**src/pwmt_pkg.sv**
```systemverilog
package pwmt_pkg;
    localparam int ADDR_W = 8;
    localparam int CNT_W  = 16;
    localparam int NCH    = 2;

    localparam logic [ADDR_W-1:0] OFS_CTRL_A = 8'h00;
    localparam logic [ADDR_W-1:0] OFS_CTRL_B = 8'h04;
    localparam logic [ADDR_W-1:0] OFS_COUNT  = 8'h08;
    localparam logic [ADDR_W-1:0] OFS_CMP_A  = 8'h0c;
    localparam logic [ADDR_W-1:0] OFS_CMP_B  = 8'h10;
    localparam logic [ADDR_W-1:0] OFS_CAPT   = 8'h14;
    localparam logic [ADDR_W-1:0] OFS_FLAGS  = 8'h18;
    localparam logic [ADDR_W-1:0] OFS_DIR    = 8'h1c;

    localparam int CA_COM_A_LSB = 6;
    localparam int CA_COM_B_LSB = 4;
    localparam int CA_MODE_LSB  = 0;
    localparam int CB_MODE_LSB  = 3;
    localparam int CB_CS_LSB    = 0;

    localparam int FLG_OVF  = 0;
    localparam int FLG_CMPA = 1;
    localparam int FLG_CAPT = 3;

    localparam logic [CNT_W-1:0] TOP_8   = 16'h00ff;
    localparam logic [CNT_W-1:0] TOP_9   = 16'h01ff;
    localparam logic [CNT_W-1:0] TOP_10  = 16'h03ff;
    localparam logic [CNT_W-1:0] TOP_MAX = 16'hffff;
    localparam logic [CNT_W-1:0] BOTTOM  = 16'h0000;

    localparam logic [3:0] MODE_PC8       = 4'h1;
    localparam logic [3:0] MODE_PC9       = 4'h2;
    localparam logic [3:0] MODE_PC10      = 4'h3;
    localparam logic [3:0] MODE_PFC_CAPT  = 4'h8;
    localparam logic [3:0] MODE_PFC_CMPA  = 4'h9;
    localparam logic [3:0] MODE_PC_CAPT   = 4'ha;
    localparam logic [3:0] MODE_PC_CMPA   = 4'hb;

    localparam logic [1:0] COM_OFF    = 2'h0;
    localparam logic [1:0] COM_TOGGLE = 2'h1;
    localparam logic [1:0] COM_NONINV = 2'h2;
    localparam logic [1:0] COM_INV    = 2'h3;

    localparam logic [2:0] CS_DIV1    = 3'h1;
    localparam logic [2:0] CS_DIV8    = 3'h2;
    localparam logic [2:0] CS_DIV64   = 3'h3;
    localparam logic [2:0] CS_DIV256  = 3'h4;
    localparam logic [2:0] CS_DIV1024 = 3'h5;
    localparam logic [9:0] PRE_M8     = 10'h007;
    localparam logic [9:0] PRE_M64    = 10'h03f;
    localparam logic [9:0] PRE_M256   = 10'h0ff;
    localparam logic [9:0] PRE_M1024  = 10'h3ff;

    typedef enum logic [1:0] {
        PWMT_UP   = 2'b01,
        PWMT_DOWN = 2'b10
    } pwmt_dir_t;

    typedef struct packed {
        logic [NCH-1:0][1:0] com;
        logic [3:0]          waveform_mode_code;
        logic [2:0]          cs;
    } pwmt_ctrl_t;

    typedef struct packed {
        pwmt_ctrl_t                    ctrl;
        logic [CNT_W-1:0]              count_value;
        pwmt_dir_t                     dir;
        logic [NCH-1:0][CNT_W-1:0]     buf_v;
        logic [NCH-1:0][CNT_W-1:0]     compare_value_reg;
        logic [CNT_W-1:0]              capture_value_reg;
        logic [3:0]                    flags;
        logic [NCH-1:0]                pin_direction_bit;
        logic [9:0]                    presc;
        logic [NCH-1:0]                out;
        logic [NCH-1:0]                oe;
        logic [31:0]                   prdata;
        logic                          pready;
        logic                          pslverr;
    } pwmt_state_t;
endpackage

```
**src/pwmt_timer.sv**
```systemverilog
`timescale 1ns/1ps
module pwmt_timer
    import pwmt_pkg::*;
(
    input  wire logic              pclk,
    input  wire logic              presetn,
    input  wire logic              psel,
    input  wire logic              penable,
    input  wire logic              pwrite,
    input  wire logic [ADDR_W-1:0] paddr,
    input  wire logic [31:0]       pwdata,
    output logic [31:0]            prdata,
    output logic                   pready,
    output logic                   pslverr,
    output logic [NCH-1:0]         compare_output_pin,
    output logic [NCH-1:0]         compare_output_oe
);
    pwmt_state_t      s;
    pwmt_state_t      n;
    logic             tick;
    logic             run;
    logic             pc;
    logic             fixed;
    logic             a_top;
    logic             c_top;
    logic [CNT_W-1:0] top;
    logic [CNT_W-1:0] wmask;
    logic [NCH-1:0]   match;
    logic [3:0]       fset;
    logic [3:0]       fclr;
    logic [31:0]      rdata;
    logic             hit;
    logic             wr;
    logic             lvl;
    logic             inv;

    always_comb begin
        n     = s;
        fset  = 4'h0;
        fclr  = 4'h0;
        match = '0;
        lvl   = 1'b0;
        inv   = 1'b0;
        n.presc = s.presc + 10'h001;
        // The divider free-runs so each ratio gives one enable every N input clocks.
        case (s.ctrl.cs)
            CS_DIV1:    tick = 1'b1;
            CS_DIV8:    tick = (s.presc & PRE_M8) == PRE_M8;
            CS_DIV64:   tick = (s.presc & PRE_M64) == PRE_M64;
            CS_DIV256:  tick = (s.presc & PRE_M256) == PRE_M256;
            CS_DIV1024: tick = (s.presc & PRE_M1024) == PRE_M1024;
            default:    tick = 1'b0;
        endcase
        run   = 1'b1;
        pc    = 1'b1;
        fixed = 1'b0;
        a_top = 1'b0;
        c_top = 1'b0;
        case (s.ctrl.waveform_mode_code)
            MODE_PC8: begin
                top   = TOP_8;
                fixed = 1'b1;
            end
            MODE_PC9: begin
                top   = TOP_9;
                fixed = 1'b1;
            end
            MODE_PC10: begin
                top   = TOP_10;
                fixed = 1'b1;
            end
            MODE_PC_CAPT: begin
                top   = s.capture_value_reg;
                c_top = 1'b1;
            end
            MODE_PC_CMPA: begin
                top   = s.compare_value_reg[0];
                a_top = 1'b1;
            end
            MODE_PFC_CAPT: begin
                top   = s.capture_value_reg;
                c_top = 1'b1;
                pc    = 1'b0;
            end
            MODE_PFC_CMPA: begin
                top   = s.compare_value_reg[0];
                a_top = 1'b1;
                pc    = 1'b0;
            end
            default: begin
                // Modes outside the dual-slope set leave the counter frozen.
                top = TOP_MAX;
                run = 1'b0;
                pc  = 1'b0;
            end
        endcase
        wmask = fixed ? top : TOP_MAX;

        if (tick && run) begin
            for (int ch = 0; ch < NCH; ch++) begin
                match[ch] = s.count_value == s.compare_value_reg[ch];
                fset[FLG_CMPA + ch] = match[ch];
            end
            case (s.dir)
                PWMT_UP: begin
                    // Compare against at-or-above so a TOP lowered under the count still turns.
                    if (s.count_value >= top) begin
                        n.dir         = PWMT_DOWN;
                        n.count_value = s.count_value - 16'h0001;
                        fset[FLG_CAPT] = c_top;
                        if (pc) begin
                            n.compare_value_reg = s.buf_v;
                        end
                    end else begin
                        n.count_value = s.count_value + 16'h0001;
                    end
                end
                PWMT_DOWN: begin
                    if (s.count_value == BOTTOM) begin
                        n.dir          = PWMT_UP;
                        n.count_value  = s.count_value + 16'h0001;
                        fset[FLG_OVF]  = 1'b1;
                        if (!pc) begin
                            n.compare_value_reg = s.buf_v;
                        end
                    end else begin
                        n.count_value = s.count_value - 16'h0001;
                    end
                end
                default: n.dir = PWMT_UP;
            endcase
            for (int ch = 0; ch < NCH; ch++) begin
                inv = s.ctrl.com[ch] == COM_INV;
                if (s.ctrl.com[ch] == COM_NONINV || inv) begin
                    if (s.compare_value_reg[ch] == top) begin
                        n.out[ch] = ~inv;
                    end else if (s.compare_value_reg[ch] == BOTTOM) begin
                        n.out[ch] = inv;
                    end else if (match[ch]) begin
                        lvl       = s.dir == PWMT_DOWN;
                        n.out[ch] = lvl ^ inv;
                    end
                end else if (s.ctrl.com[ch] == COM_TOGGLE && ch == 0 && a_top && match[ch]) begin
                    n.out[ch] = ~s.out[ch];
                end
            end
        end

        for (int ch = 0; ch < NCH; ch++) begin
            // Toggle mode drives only channel A and only with compare A as TOP.
            n.oe[ch] = s.pin_direction_bit[ch] && s.ctrl.com[ch] != COM_OFF
                       && (s.ctrl.com[ch] != COM_TOGGLE || (ch == 0 && a_top));
        end

        hit   = 1'b1;
        rdata = 32'h0000_0000;
        case (paddr)
            OFS_CTRL_A: begin
                rdata[CA_COM_A_LSB +: 2] = s.ctrl.com[0];
                rdata[CA_COM_B_LSB +: 2] = s.ctrl.com[1];
                rdata[CA_MODE_LSB +: 2]  = s.ctrl.waveform_mode_code[1:0];
            end
            OFS_CTRL_B: begin
                rdata[CB_MODE_LSB +: 2] = s.ctrl.waveform_mode_code[3:2];
                rdata[CB_CS_LSB +: 3]   = s.ctrl.cs;
            end
            OFS_COUNT: rdata[CNT_W-1:0] = s.count_value;
            OFS_CMP_A: rdata[CNT_W-1:0] = s.buf_v[0];
            OFS_CMP_B: rdata[CNT_W-1:0] = s.buf_v[1];
            OFS_CAPT:  rdata[CNT_W-1:0] = s.capture_value_reg;
            OFS_FLAGS: rdata[3:0] = s.flags;
            OFS_DIR:   rdata[NCH-1:0] = s.pin_direction_bit;
            default:   hit = 1'b0;
        endcase

        // One wait state: data and ready are registered in the first access cycle.
        n.pready  = psel && penable && !s.pready;
        n.prdata  = (psel && penable && !s.pready && !pwrite) ? rdata : 32'h0000_0000;
        n.pslverr = psel && penable && !s.pready && !hit;
        wr = psel && penable && pwrite && s.pready && hit;
        if (wr) begin
            case (paddr)
                OFS_CTRL_A: begin
                    n.ctrl.com[0] = pwdata[CA_COM_A_LSB +: 2];
                    n.ctrl.com[1] = pwdata[CA_COM_B_LSB +: 2];
                    n.ctrl.waveform_mode_code[1:0] = pwdata[CA_MODE_LSB +: 2];
                end
                OFS_CTRL_B: begin
                    n.ctrl.waveform_mode_code[3:2] = pwdata[CB_MODE_LSB +: 2];
                    n.ctrl.cs = pwdata[CB_CS_LSB +: 3];
                end
                OFS_COUNT: n.count_value = pwdata[CNT_W-1:0];
                OFS_CMP_A: begin
                    n.buf_v[0] = pwdata[CNT_W-1:0] & wmask;
                    if (!run) begin
                        n.compare_value_reg[0] = pwdata[CNT_W-1:0] & wmask;
                    end
                end
                OFS_CMP_B: begin
                    n.buf_v[1] = pwdata[CNT_W-1:0] & wmask;
                    if (!run) begin
                        n.compare_value_reg[1] = pwdata[CNT_W-1:0] & wmask;
                    end
                end
                OFS_CAPT:  n.capture_value_reg = pwdata[CNT_W-1:0];
                OFS_FLAGS: fclr = pwdata[3:0];
                OFS_DIR:   n.pin_direction_bit = pwdata[NCH-1:0];
                default:   n.flags = s.flags;
            endcase
        end
        // A hardware set in the same cycle as a software clear survives.
        n.flags = (s.flags & ~fclr) | fset;
    end

    always_ff @(posedge pclk or negedge presetn) begin
        if (!presetn) begin
            s     <= '0;
            s.dir <= PWMT_UP;
        end else begin
            s <= n;
        end
    end

    assign prdata             = s.prdata;
    assign pready             = s.pready;
    assign pslverr            = s.pslverr;
    assign compare_output_pin = s.out;
    assign compare_output_oe  = s.oe;
endmodule

```
**config.mk**
```make
export PLATFORM = sky130hd
export DESIGN_NAME = pwmt_timer
export DESIGN_NICKNAME = d
export VERILOG_FILES = /design/src/pwmt_pkg.sv /design/src/pwmt_timer.sv
export SDC_FILE = /design/constraint.sdc
export NUM_CORES = 1
export LEC_CHECK = 0
export BUFFER_PORTS_ARGS = -buffer_cell sky130_fd_sc_hd__buf_4
export CORE_MARGIN = 1.5
export CORE_UTILIZATION = 60
export CTS_CLUSTER_SIZE = 30
export DETAILED_ROUTE_END_ITERATION = 7
export GPL_ROUTABILITY_DRIVEN = 0
export PLACE_DENSITY = 0.81
export SLEW_MARGIN = 20
export SYNTH_ARGS = -nofsm -noshare
export SYNTH_HDL_FRONTEND = slang
export SYNTH_SLANG_ARGS = --single-unit
```
**constraint.sdc**
```tcl
create_clock -name pclk -period 4.7 [get_ports pclk]
set_clock_uncertainty 0.2 [all_clocks]
set_input_delay 0.94 -clock pclk [delete_from_list [all_inputs] [get_ports pclk]]
set_output_delay 0.94 -clock pclk [all_outputs]
set_load 0.05 [all_outputs]
```
== Word-level counts from Yosys, hierarchy flattened ==
Index checks and enable logic that the tools add are counted.
W data, S select, Z words.

* Multiplexer cells: 52
* Eq/ne operators: 39
* Add/subtract/negate cells: 3
* Reductions and logical operators: 43
* Bitwise operators: 9
* Magnitude comparators: 1

{| class="wikitable"
|+ Operators with widths
! kind !! count
|-
| $mux W16 || 11
|-
| $mux W32 || 5
|-
| $pmux W16 S5 || 1
|-
| $eq A16 B16 Y1 || 4
|-
| $pmux W32 S2 || 1
|-
| $mux W54 || 1
|-
| $logic_not A16 Y1 || 3
|-
| $eq A8 B5 Y1 const B || 4
|-
| $pmux W16 S2 || 1
|-
| $pmux W8 S4 || 1
|-
| $mux W1 || 18
|-
| $mux W18 || 1
|-
| $add A16 B1 Y16 const B || 1
|-
| $and A16 B16 Y16 || 1
|-
| $eq A4 B4 Y1 const B || 4
|-
| $eq A8 B4 Y1 const B || 2
|-
| $ge A16 B16 Y1 || 1
|-
| $pmux W2 S8 || 1
|-
| $sub A16 B1 Y16 const B || 1
|-
| $pmux W3 S5 || 1
|-
| $logic_and A1 B1 Y1 || 14
|-
| $mux W4 || 3
|-
| $pmux W2 S6 || 1
|-
| $reduce_and A2 Y1 || 6
|-
| 35 further kinds || 60
|}

* Flip-flop bits (word level): 147
* Output and inout bits: 38
* Bits of input ports: 45
* Logic and storage cells: 168

== Longest topological paths before layout ==
Gate-level depths: netlist of the first run.

* Depth after elaboration: 10
* Mapped depth: 16
* Gate-level depth less buffers: 12

== Worst setup path after synthesis of the first run ==
Ideal clock, no wire load.

* Kind: register to register
* Start: reg s[158] in the netlist's numbering
* End: reg s[76] in the netlist's numbering
* Required time: 4.371 ns
* Path buffers: 5
* Cell stages (with the launch flop): 16
* Library setup time: 0.129 ns
* Period minus slack after synthesis: 3.607 ns
* Path slack: 1.093 ns
* Arrival time: 3.278 ns
* Path through: dfrtp_1 buf_2 buf_2 buf_2 a311oi_1 ha_1 a21oi_1 o21ai_0 a211oi_1 nand2_1 a31o_4 and2_1 buf_6 buf_6 a211oi_1 nor3_2

{| class="wikitable"
|+ RTL lines
! what !! line !! RTL
|-
| start, declared || pwmt_timer.sv:18 || <nowiki>pwmt_state_t s;</nowiki>
|-
| start signal, assigned || pwmt_timer.sv:220 || <nowiki>s <= n;</nowiki>
|}

==> results of run 1 <==
-- cells in the final DEF (no fill, tap or decap), drive strengths merged, types with 11 or more instances in the layout --
cell | netlist | routed
mux2 | 44 | 44
o21ai | 62 | 62
a211oi | 24 | 24
inv | 25 | 29
nand2 | 106 | 106
and2 | 12 | 12
nand3 | 16 | 16
nor4 | 28 | 28
a31oi | 12 | 12
xor2 | 40 | 40
clkbuf | 49 | 18
ha | 22 | 22
and3 | 11 | 11
a21oi | 75 | 75
nor3 | 42 | 42
conb | 1 | 16
xnor2 | 20 | 20
nor2 | 76 | 76
a22oi | 52 | 52
buf | 59 | 91
dfrtp | 146 | 146
-- power breakdown --
part | leakage [nW] | internal, mW | switching, mW
combinational | 2.28 | 0.0230 | 0.0865
sequential | 1.86 | 1.27 | 0.00119
clock | 0.312 | 0.909 | 0.573
total | 4.45 | 2.20 | 0.661
-- routing by layer --
| metal | routed length [um] | global-route usage [%] | vias up |
|---|---|---|---|
| met5 | 0 | 0 | - |
| met4 | 1389 | 19.63 | 0 |
| met3 | 2843 | 9.474 | 112 |
| met2 | 12760 | 54.27 | 579 |
| met1 | 10850 | 44.50 | 4111 |
| li1 | - | - | 3818 |
-- worst max-delay path, cell delays in order, from the launching register on --
cell and delay [ps]:
dfrtp_1 640, nand2b_1 310, a211oi_1 560, ha_1 230, nand2_1 50, a2111oi_1 470
o21ai_0 280, nand2_1 170, buf_4 140, a21oi_1 60, a2111o_1 400, buf_4 260
a221oi_2 320, nor2_1 70
-- area by class of cell --
type / count / area [um2]
multi-input combinational: 783 / 5080
timing repair buffer: 91 / 699.4
clock inverter: 14 / 198.9
fill: 1162 / 4800
sequential: 147 / 3680
inverter: 26 / 97.59
clock buffer: 18 / 439.2
tap: 211 / 264.0
-- state kept, by name, summed over array words and instances (netlist names) --
signal and count:
s 125, prdata 16, compare_output_oe 2, compare_output_pin 2
pready 1, pslverr 1
-- cells by family (layout without fill, tap and decap cells) --
family,count (synthesis),after routing
xor gates and xnor gates,60,60
adders and majority gates,22,22
muxes,48,48
buffers and inverters,134,149
other,1,16
AOI/OAI and AO/OA,299,299
and+or+nand+nor,338,338
DFF,147,147
-- metrics by stage --
stage                     worst slack [ps]  area [um2]  instances  util, %
after detailed placement             215.0        9819       1258    64.35
after global placement               356.1        9819       1258    64.35
final                                394.4       10460       1290    68.54
after global routing                 157.9       10460       1290    68.54
after floorplan                       1093        9445       1064        -
after CTS                            215.1       10460       1290    68.54
-- path summary, 6_finish.rpt --
check                                        to  cells past startpoint    start  slack [ps]
setup reg to reg                          s[84]                     13   s[157]         390
setup / recovery                          s[84]                     13   s[157]         390
hold reg to reg                           s[47]                      1    s[47]         270
hold / removal                            s[47]                      1    s[47]         270
max in group asynchronous  compare_output_oe[1]                      2  presetn        3160
min in group asynchronous                s[145]                      1  presetn         300
==> run summary, run 1 <==
Post-synthesis register bit count = 147
Post-Syn Area = 0.009389 mm2
Share of layout cells above drive strength 1 = 18.54%
Worst Hold Class = reg2reg
DRT iter0 DRCs = 1004
Clock Tree Buf Depth = 2
Most frequent cell after synthesis = dfrtp_1
Ys flop type = dfrtp_1
DP HPWL = 19020 um
Async set or reset register ratio after synthesis = 100.0%
# IOs = 83
Antenna cell count = 0
Vias in the first global route = 8148
Clock Latency Late Sink = 440 ps
Post-Syn Area per Cell = 8.950 um2
Setup Viol. Count Final = 0
Min Hold Slack = 270.9 ps
Worst EP arrival = 4420 ps
Nature of the critical path endpoint = flip-flop
Crit Path Max Fanout = 32
Full die area = 0.01641 mm2
Largest area contributor in the netlist = dfrtp_1
Synth Instances = 1049
First-pass GRT wire length = 43950 um
Final Max Slew Viols = 0
Leak = 4.448 nW
H-tree levels = 4
Synth Area in Compound Gates = 21.08%
Max VDD drop = 0.0003072 V
Fin crit period = 4306 ps
Largest net degree at the start of global routing = 75
Final nets = 1133
Status = finished clean
Initial antenna violation count = 0
Routed WL per cell = 21.59 um
Pin slew with the least headroom to its limit = 909.1 ps
Period utilization = 91.61%
Drt total wl = 27850 um
CTS buffer count = 17
Overall power = 2.859 mW
IO buf count = 50
Remaining Overflow, GRT = 0
Synth top area share = 38.91%
Most common library cells after synthesis = dfrtp_1 (146), nand2_1 (106), a21oi_1 (75), nor2_1 (75)
Vias per cell = 6.682
Multiplexer share of the synthesized area = 5.704%
Setup Crit Path Kind = reg2reg
Largest family of logic cells by synthesized area = compound AO/OA/AOI/OAI gates
Site Rows = 45
Slew headroom = 39.24%
Post-CTS Hold Fix Bufs = 0
Drt first pass iters = 8
Pwr Density = 273.4 mW/mm2
Die Y = 128.1 um
Vias = 8620
Clk slew on worst S/H paths = 70 ps
Post-synthesis adder-cell area fraction = 2.932%
Nature of the critical path startpoint = flip-flop
Simple-gate portion of the synthesized area = 18.11%
Core area = 0.01526 mm2
Antenna-violating nets left = 0
Req. time, crit path = 4820 ps
Setup TNS = 0 ps
Number of warnings issued by yosys = 0
Number of enable flip-flop cells after synthesis = 0
Initial Utilization = 61.53%
Postcts setup bufs = 0
Clk root buf = clkbuf_16
# Max-Cap Violations = 0
XOR/XNOR Fraction of Synth Area = 5.597%
Cts repair resizes = 0
CTS tree = built
Area growth syn-to-layout = 11.39%
Sequential element share of the synthesized area = 39.19%
Synth area leaders = dfrtp_1 (39%), mux2_2 (5.3%), nand2_1 (4.2%)
Clock sink count = 147
Die width = 128.1 um
Hold Fails Final Rpt = 0
Drc violations = 0
RSZ-0062 raised after global routing = no
F_max = 232.3 MHz
Post-synth cell types = 75
Total GRT Usage = 35.03%
Note: power is estimated with default switching activity, not from simulation.
==> inputs of run 2 (changes only) <==
- CORE_UTILIZATION: 60 -> 61
- PLACE_DENSITY: 0.81 -> 0.82
==> run summary, run 2 (same netlist as run 1, synthesis figures left out) <==
Status = finished clean
Placed cell count = 1233 (-2.0%)
First-pass GRT wire length = 44330 um (+0.86%)
Hold Path Cell Cnt = 1 (unchanged)
Crit Path Max Fanout = 32 (unchanged)
Most frequent cells in the layout = dfrtp_1 (145), nand2_1 (106), buf_4 (88)
Worst Hold Class = reg2reg
Nature of the critical path startpoint = flip-flop
Commonest non-fill, non-tap cell in the layout = dfrtp_1
Vias = 8667 (+0.55%)
Antenna cell count = 0 (unchanged)
Vias per cell = 6.851 (+2.5%)
Clock Latency Late Sink = 440 ps (about the same)
Number of flip-flops under the largest register name = 125 (unchanged)
Critical path's slowest cell = a311oi_1
Clock Tree Buf Depth = 2 (unchanged)
Overall power = 2.805 mW (-1.9%)
Routed WL per cell = 22.13 um (+2.5%)
Largest net degree at the start of global routing = 117 (+56%)
H-tree levels = 4 (unchanged)
Site Rows = 45 (unchanged)
Drt first pass iters = 6 (-2)
CTS buffer count = 17 (unchanged)
Crit Reg-Reg Endpoint = s[78]
Drc violations = 0 (unchanged)
Pwr Density = 270.3 mW/mm2 (-1.1%)
RSZ-0062 raised after global routing = no
Cells along the critical path = or2_2, a21oi_1, a311oi_1, ha_1, nand4_1, a2111oi_1, o21ai_0, nand2_1, a31o_4, and2_1, buf_4, a211oi_1, nor3_2
Die width = 127.1 um (-0.80%)
Clk root buf = clkbuf_16
R2R depth = 13 (unchanged)
Critical path's largest stage delay = 520 ps (-120 ps)
Pin slew with the least headroom to its limit = 956.8 ps (+47.63 ps)
Leak = 4.413 nW (-0.78%)
Final worst slack = 169.7 ps (-224.7 ps)
Setup Viol. Count Final = 0 (unchanged)
Placed instance area = 0.009763 mm2 (-0.57%)
Die Y = 127.1 um (-0.80%)
Setup Crit Path Kind = reg2reg
Hold worst-path end = s[38]
IO buf count = 50 (unchanged)
CTS tree = built
Initial antenna violation count = 0 (unchanged)
DRT iter0 DRCs = 1011 (+0.70%)
FF-to-FF Start = s[158]
Nature of the critical path endpoint = flip-flop
Non-Filler Instances = 1265 (-1.9%)
Final Max Slew Viols = 0 (unchanged)
Clock sink count = 147 (unchanged)
Setup TNS = 0 ps (unchanged)
CP top delay family = compound AO/OA/AOI/OAI gates
Worst R2R Setup Slack = 170 ps (-220 ps)
Hold Fails Final Rpt = 0 (unchanged)
F_max = 220.7 MHz (-5.0%)
# IOs = 83 (unchanged)
Remaining Overflow, GRT = 0 (unchanged)
Fin crit period = 4530 ps (+224.7 ps)
Core area = 0.01509 mm2 (-1.1%)
Initial Utilization = 62.22% (+0.69 points)
Hold Path Origin = s[38]
Area growth syn-to-layout = 10.53%
Design Area, Final = 0.01038 mm2 (-0.78%)
Vias in the first global route = 8059 (-1.1%)
Total GRT Usage = 35.63% (+0.61 points)
# Max-Cap Violations = 0 (unchanged)
Final nets = 1131 (-0.18%)
DP HPWL = 18980 um (-0.23%)
Share of layout cells above drive strength 1 = 18.20% (-0.34 points)
Worst EP arrival = 4680 ps (+260 ps)
Clk slew on worst S/H paths = 60 ps (about the same)
Drt total wl = 28000 um (+0.55%)
Req. time, crit path = 4850 ps (+30 ps)
Post-CTS Hold Fix Bufs = 0 (unchanged)
Pre-CTS setup slack = 133.4 ps (-81.62 ps)
Largest reg by FF count = s
Postcts setup bufs = 0 (unchanged)
Period utilization = 96.39% (+4.8 points)
Full die area = 0.01615 mm2 (-1.6%)
Slew headroom = 36.06% (-3.2 points)
Max VDD drop = 0.0002776 V (-9.6%)
Antenna-violating nets left = 0 (unchanged)
Crit path buf inv count = 1 (-1)
==> run 2: final cells by class <==
type,instances,area [um2]
Fill cell,1151,4712
Multi-Input combinational cell,783,5079
Timing Repair Buffer,89,674.4
Sequential cell,147,3681
Tap cell,188,235.2
Clock inverter,11,150.1
Clock buffer,21,460.4
Inverter,26,97.59
==> run 2: how the worst max path moves through the flow <==
stage / start / endpoint / slack, ps / cells past startpoint
4_1_cts: s[155] / s[78] / 100 / 12
6_report: s[158] / s[78] / 170 / 13
3_3_place_gp: s[155] / s[101] / 390 / 12
5_1_grt: s[158] / s[78] / 8 / 14
2_1_floorplan: s[158] / s[76] / 1090 / 15
3_5_place_dp: s[155] / s[83] / 130 / 12
==> run 2: where the power goes <==
part | switching, mW | total [mW] | internal, mW
registers | 0.00124 | 1.27 | 1.27
clock network | 0.563 | 1.43 | 0.867
logic | 0.0853 | 0.108 | 0.0224
total | 0.649 | 2.81 | 2.16
==> run 2: timing repair <==
item                                    CTS  global route
endpoints found under the setup margin    0            33
resized for setup                         0             1
hold endpoints to repair                  0             0
==> run 2: per-stage QoR <==
stage / hold slack, ps / utilization [%]
after global placement: 259.7 / 64.70
after global routing: 294.1 / 68.77
after floorplan: 240.1 / -
after CTS: 282.7 / 68.75
final: 280.6 / 68.77
after detailed placement: 268.4 / 64.70
==> run 2: metal layers <==
metal	vias up	global-route usage (%)	part of all wire, %
met5	-	0	0
met4	0	18.98	5.1
met3	124	8.585	10
met2	585	56.23	46
met1	4143	45.71	39
li1	3815	-	-
==> inputs of run 3 (changes only) <==
- CORE_UTILIZATION: 61 -> 67
- CTS_BUF_LIST: not set -> sky130_fd_sc_hd__clkbuf_8
- PLACE_DENSITY: 0.82 -> 0.89
- clock period: 4.7 -> 5.8 ns (I/O delays scaled with it)
==> run summary, run 3 (same netlist as run 1, synthesis figures left out) <==
Status = finished with violations
Failing checks = DRC
Nature of the critical path endpoint = flip-flop
H-tree levels = 4 (unchanged)
Largest reg by FF count = s
Clock Latency Late Sink = 470 ps (+30 ps)
Share of layout cells above drive strength 1 = 16.57% (-1.6 points)
Slew headroom = 40.68% (+4.6 points)
Area growth syn-to-layout = 6.596%
RSZ-0062 raised after global routing = no
Overall power = 1.927 mW (-31%)
Cts repair resizes = 0 (unchanged)
CP Capture Point = s[74]
Routed WL per cell = 21.90 um (-1.0%)
Worst R2R Setup Slack = 1010 ps (+840 ps)
Clk root buf = clkbuf_8
Initial antenna violation count = 0 (unchanged)
Setup Crit Path Kind = reg2reg
Post-CTS Hold Fix Bufs = 0 (unchanged)
Drc violations = 1 (+1)
Drt first pass iters = 8 (+2)
Die Y = 121.4 um (-4.5%)
CTS buffer count = 17 (unchanged)
Pin slew with the least headroom to its limit = 887.7 ps (-69.04 ps)
Vias in the first global route = 8054 (-0.062%)
Initial Utilization = 68.17% (+5.9 points)
Setup TNS = 0 ps (unchanged)
Req. time, crit path = 5950 ps (+1100 ps)
Number of flip-flops under the largest register name = 125 (unchanged)
Placed cell count = 1207 (-2.1%)
Critical path's slowest cell = a211oi_1
# Max-Cap Violations = 0 (unchanged)
Most frequent cells in the layout = dfrtp_1 (146), nand2_1 (106), a21oi_1 (75)
Total GRT Usage = 37.80% (+2.2 points)
Max VDD drop = 0.0002192 V (-21%)
Crit Reg-Reg Endpoint = s[74]
CTS tree = built
Clock Tree Buf Depth = 2 (unchanged)
R2R depth = 13 (unchanged)
Period utilization = 82.59% (-14 points)
Remaining Overflow, GRT = 0 (unchanged)
Commonest non-fill, non-tap cell in the layout = dfrtp_1
Die width = 121.4 um (-4.5%)
Pwr Density = 192.5 mW/mm2 (-29%)
Vias = 8683 (+0.18%)
Fin crit period = 4790 ps (+259.7 ps)
Levels on crit path = 13 (unchanged)
First-pass GRT wire length = 42480 um (-4.2%)
Vias per cell = 7.025 (+2.5%)
Site Rows = 43 (-4.4%)
Critical path's largest stage delay = 630 ps (+110 ps)
Worst EP arrival = 4940 ps (+260 ps)
Final nets = 1113 (-1.6%)
# IOs = 83 (unchanged)
Leak = 4.233 nW (-4.1%)
CP top delay family = compound AO/OA/AOI/OAI gates
Crit path buf inv count = 2 (+1)
Cells along the critical path = buf_4, a21oi_1, a311oi_1, ha_1, a21oi_1, o21ai_0, a211oi_1, nand2_1, a31o_4, and2_1, buf_4, a211oi_1, nor3_2
Clk slew on worst S/H paths = 80 ps (+20 ps)
Clock sink count = 147 (unchanged)
IO buf count = 50 (unchanged)
Antenna cell count = 0 (unchanged)
Non-Filler Instances = 1236 (-2.3%)
F_max = 208.8 MHz (-5.4%)
Drt total wl = 27070 um (-3.3%)
Setup Viol. Count Final = 0 (unchanged)
Nature of the critical path startpoint = flip-flop
Hold Path Origin = s[47]
Postcts setup bufs = 0 (unchanged)
Largest net degree at the start of global routing = 65 (-44%)
Core area = 0.01377 mm2 (-8.7%)
Min Hold Slack = 284.0 ps (+3.395 ps)
Full die area = 0.01473 mm2 (-8.7%)
Hold Fails Final Rpt = 0 (unchanged)
Antenna-violating nets left = 0 (unchanged)
DP HPWL = 18770 um (-1.1%)
FF-to-FF Start = s[155]
DRT iter0 DRCs = 1148 (+14%)
Critical Path Start = s[155]
Final Max Slew Viols = 0 (unchanged)
Worst Hold Class = reg2reg
Crit Path Max Fanout = 33 (+3.1%)
==> run 3: cell types whose count changed in the layout (fill, tap and decap cells not counted), moves of 2 or more <==
cell,before,now
clkbuf_8,3,18
inv_6,3,1
clkbuf_1,2,0
clkbuf_16,17,0
clkinv_2,2,4
buf_4,88,70
==> run 3: worst min-delay path by stage <==
stage | endpoint | slack (ps) | cells past startpoint
final | s[47] | 280 | 1
after global routing | s[38] | 300 | 1
after CTS | s[38] | 290 | 1
after detailed placement | s[47] | 270 | 1
after global placement | s[47] | 260 | 1
after floorplan | s[47] | 240 | 1
==> run 3: area by class of cell <==
class	instances	area, um2
flip-flops and latches	147	3680
inverters	26	97.59
well taps	180	225.2
clock inverters	11	137.6
fillers	985	3765
multi-input cells	783	5084
clock buffers	18	247.7
repair buffers	71	536.8
==> run 3: metrics by stage <==
| stage | setup WS [ps] | instance area, um2 | util (%) |
|---|---|---|---|
| floorplan | 2193 | 9445 | - |
| global placement | 1388 | 9618 | 69.83 |
| detailed placement | 1252 | 9618 | 69.83 |
| CTS | 1231 | 10000 | 72.63 |
| global route | 781.8 | 10010 | 72.67 |
| finish | 1010 | 10010 | 72.67 |
==> run 3: report_power, final <==
part | internal (mW) | total (mW) | leakage, nW | switching, mW
clock | 0.425 | 0.814 | 0.198 | 0.388
sequential | 1.02 | 1.03 | 1.86 | 0.00100
combinational | 0.0181 | 0.0872 | 2.18 | 0.0691
total | 1.47 | 1.93 | 4.23 | 0.458
==> run 3: worst register-to-register path, stage by stage, from the launching register on <==
cell      delay, ps
dfrtp_1         530
buf_4           390
a21oi_1          90
a311oi_1        510
ha_1            370
a21oi_1         190
o21ai_0         120
a211oi_1        630
nand2_1         310
a31o_4          400
and2_1          190
buf_4           260
a211oi_1        400
nor3_2           90
==> run 3: metal layers <==
layer,up-vias,routed length [um],global-route usage [%]
li1,3778,-,-
met1,4080,10280,48.75
met2,678,12160,56.74
met3,147,2837,8.929
met4,0,1800,25.07
met5,-,0,0
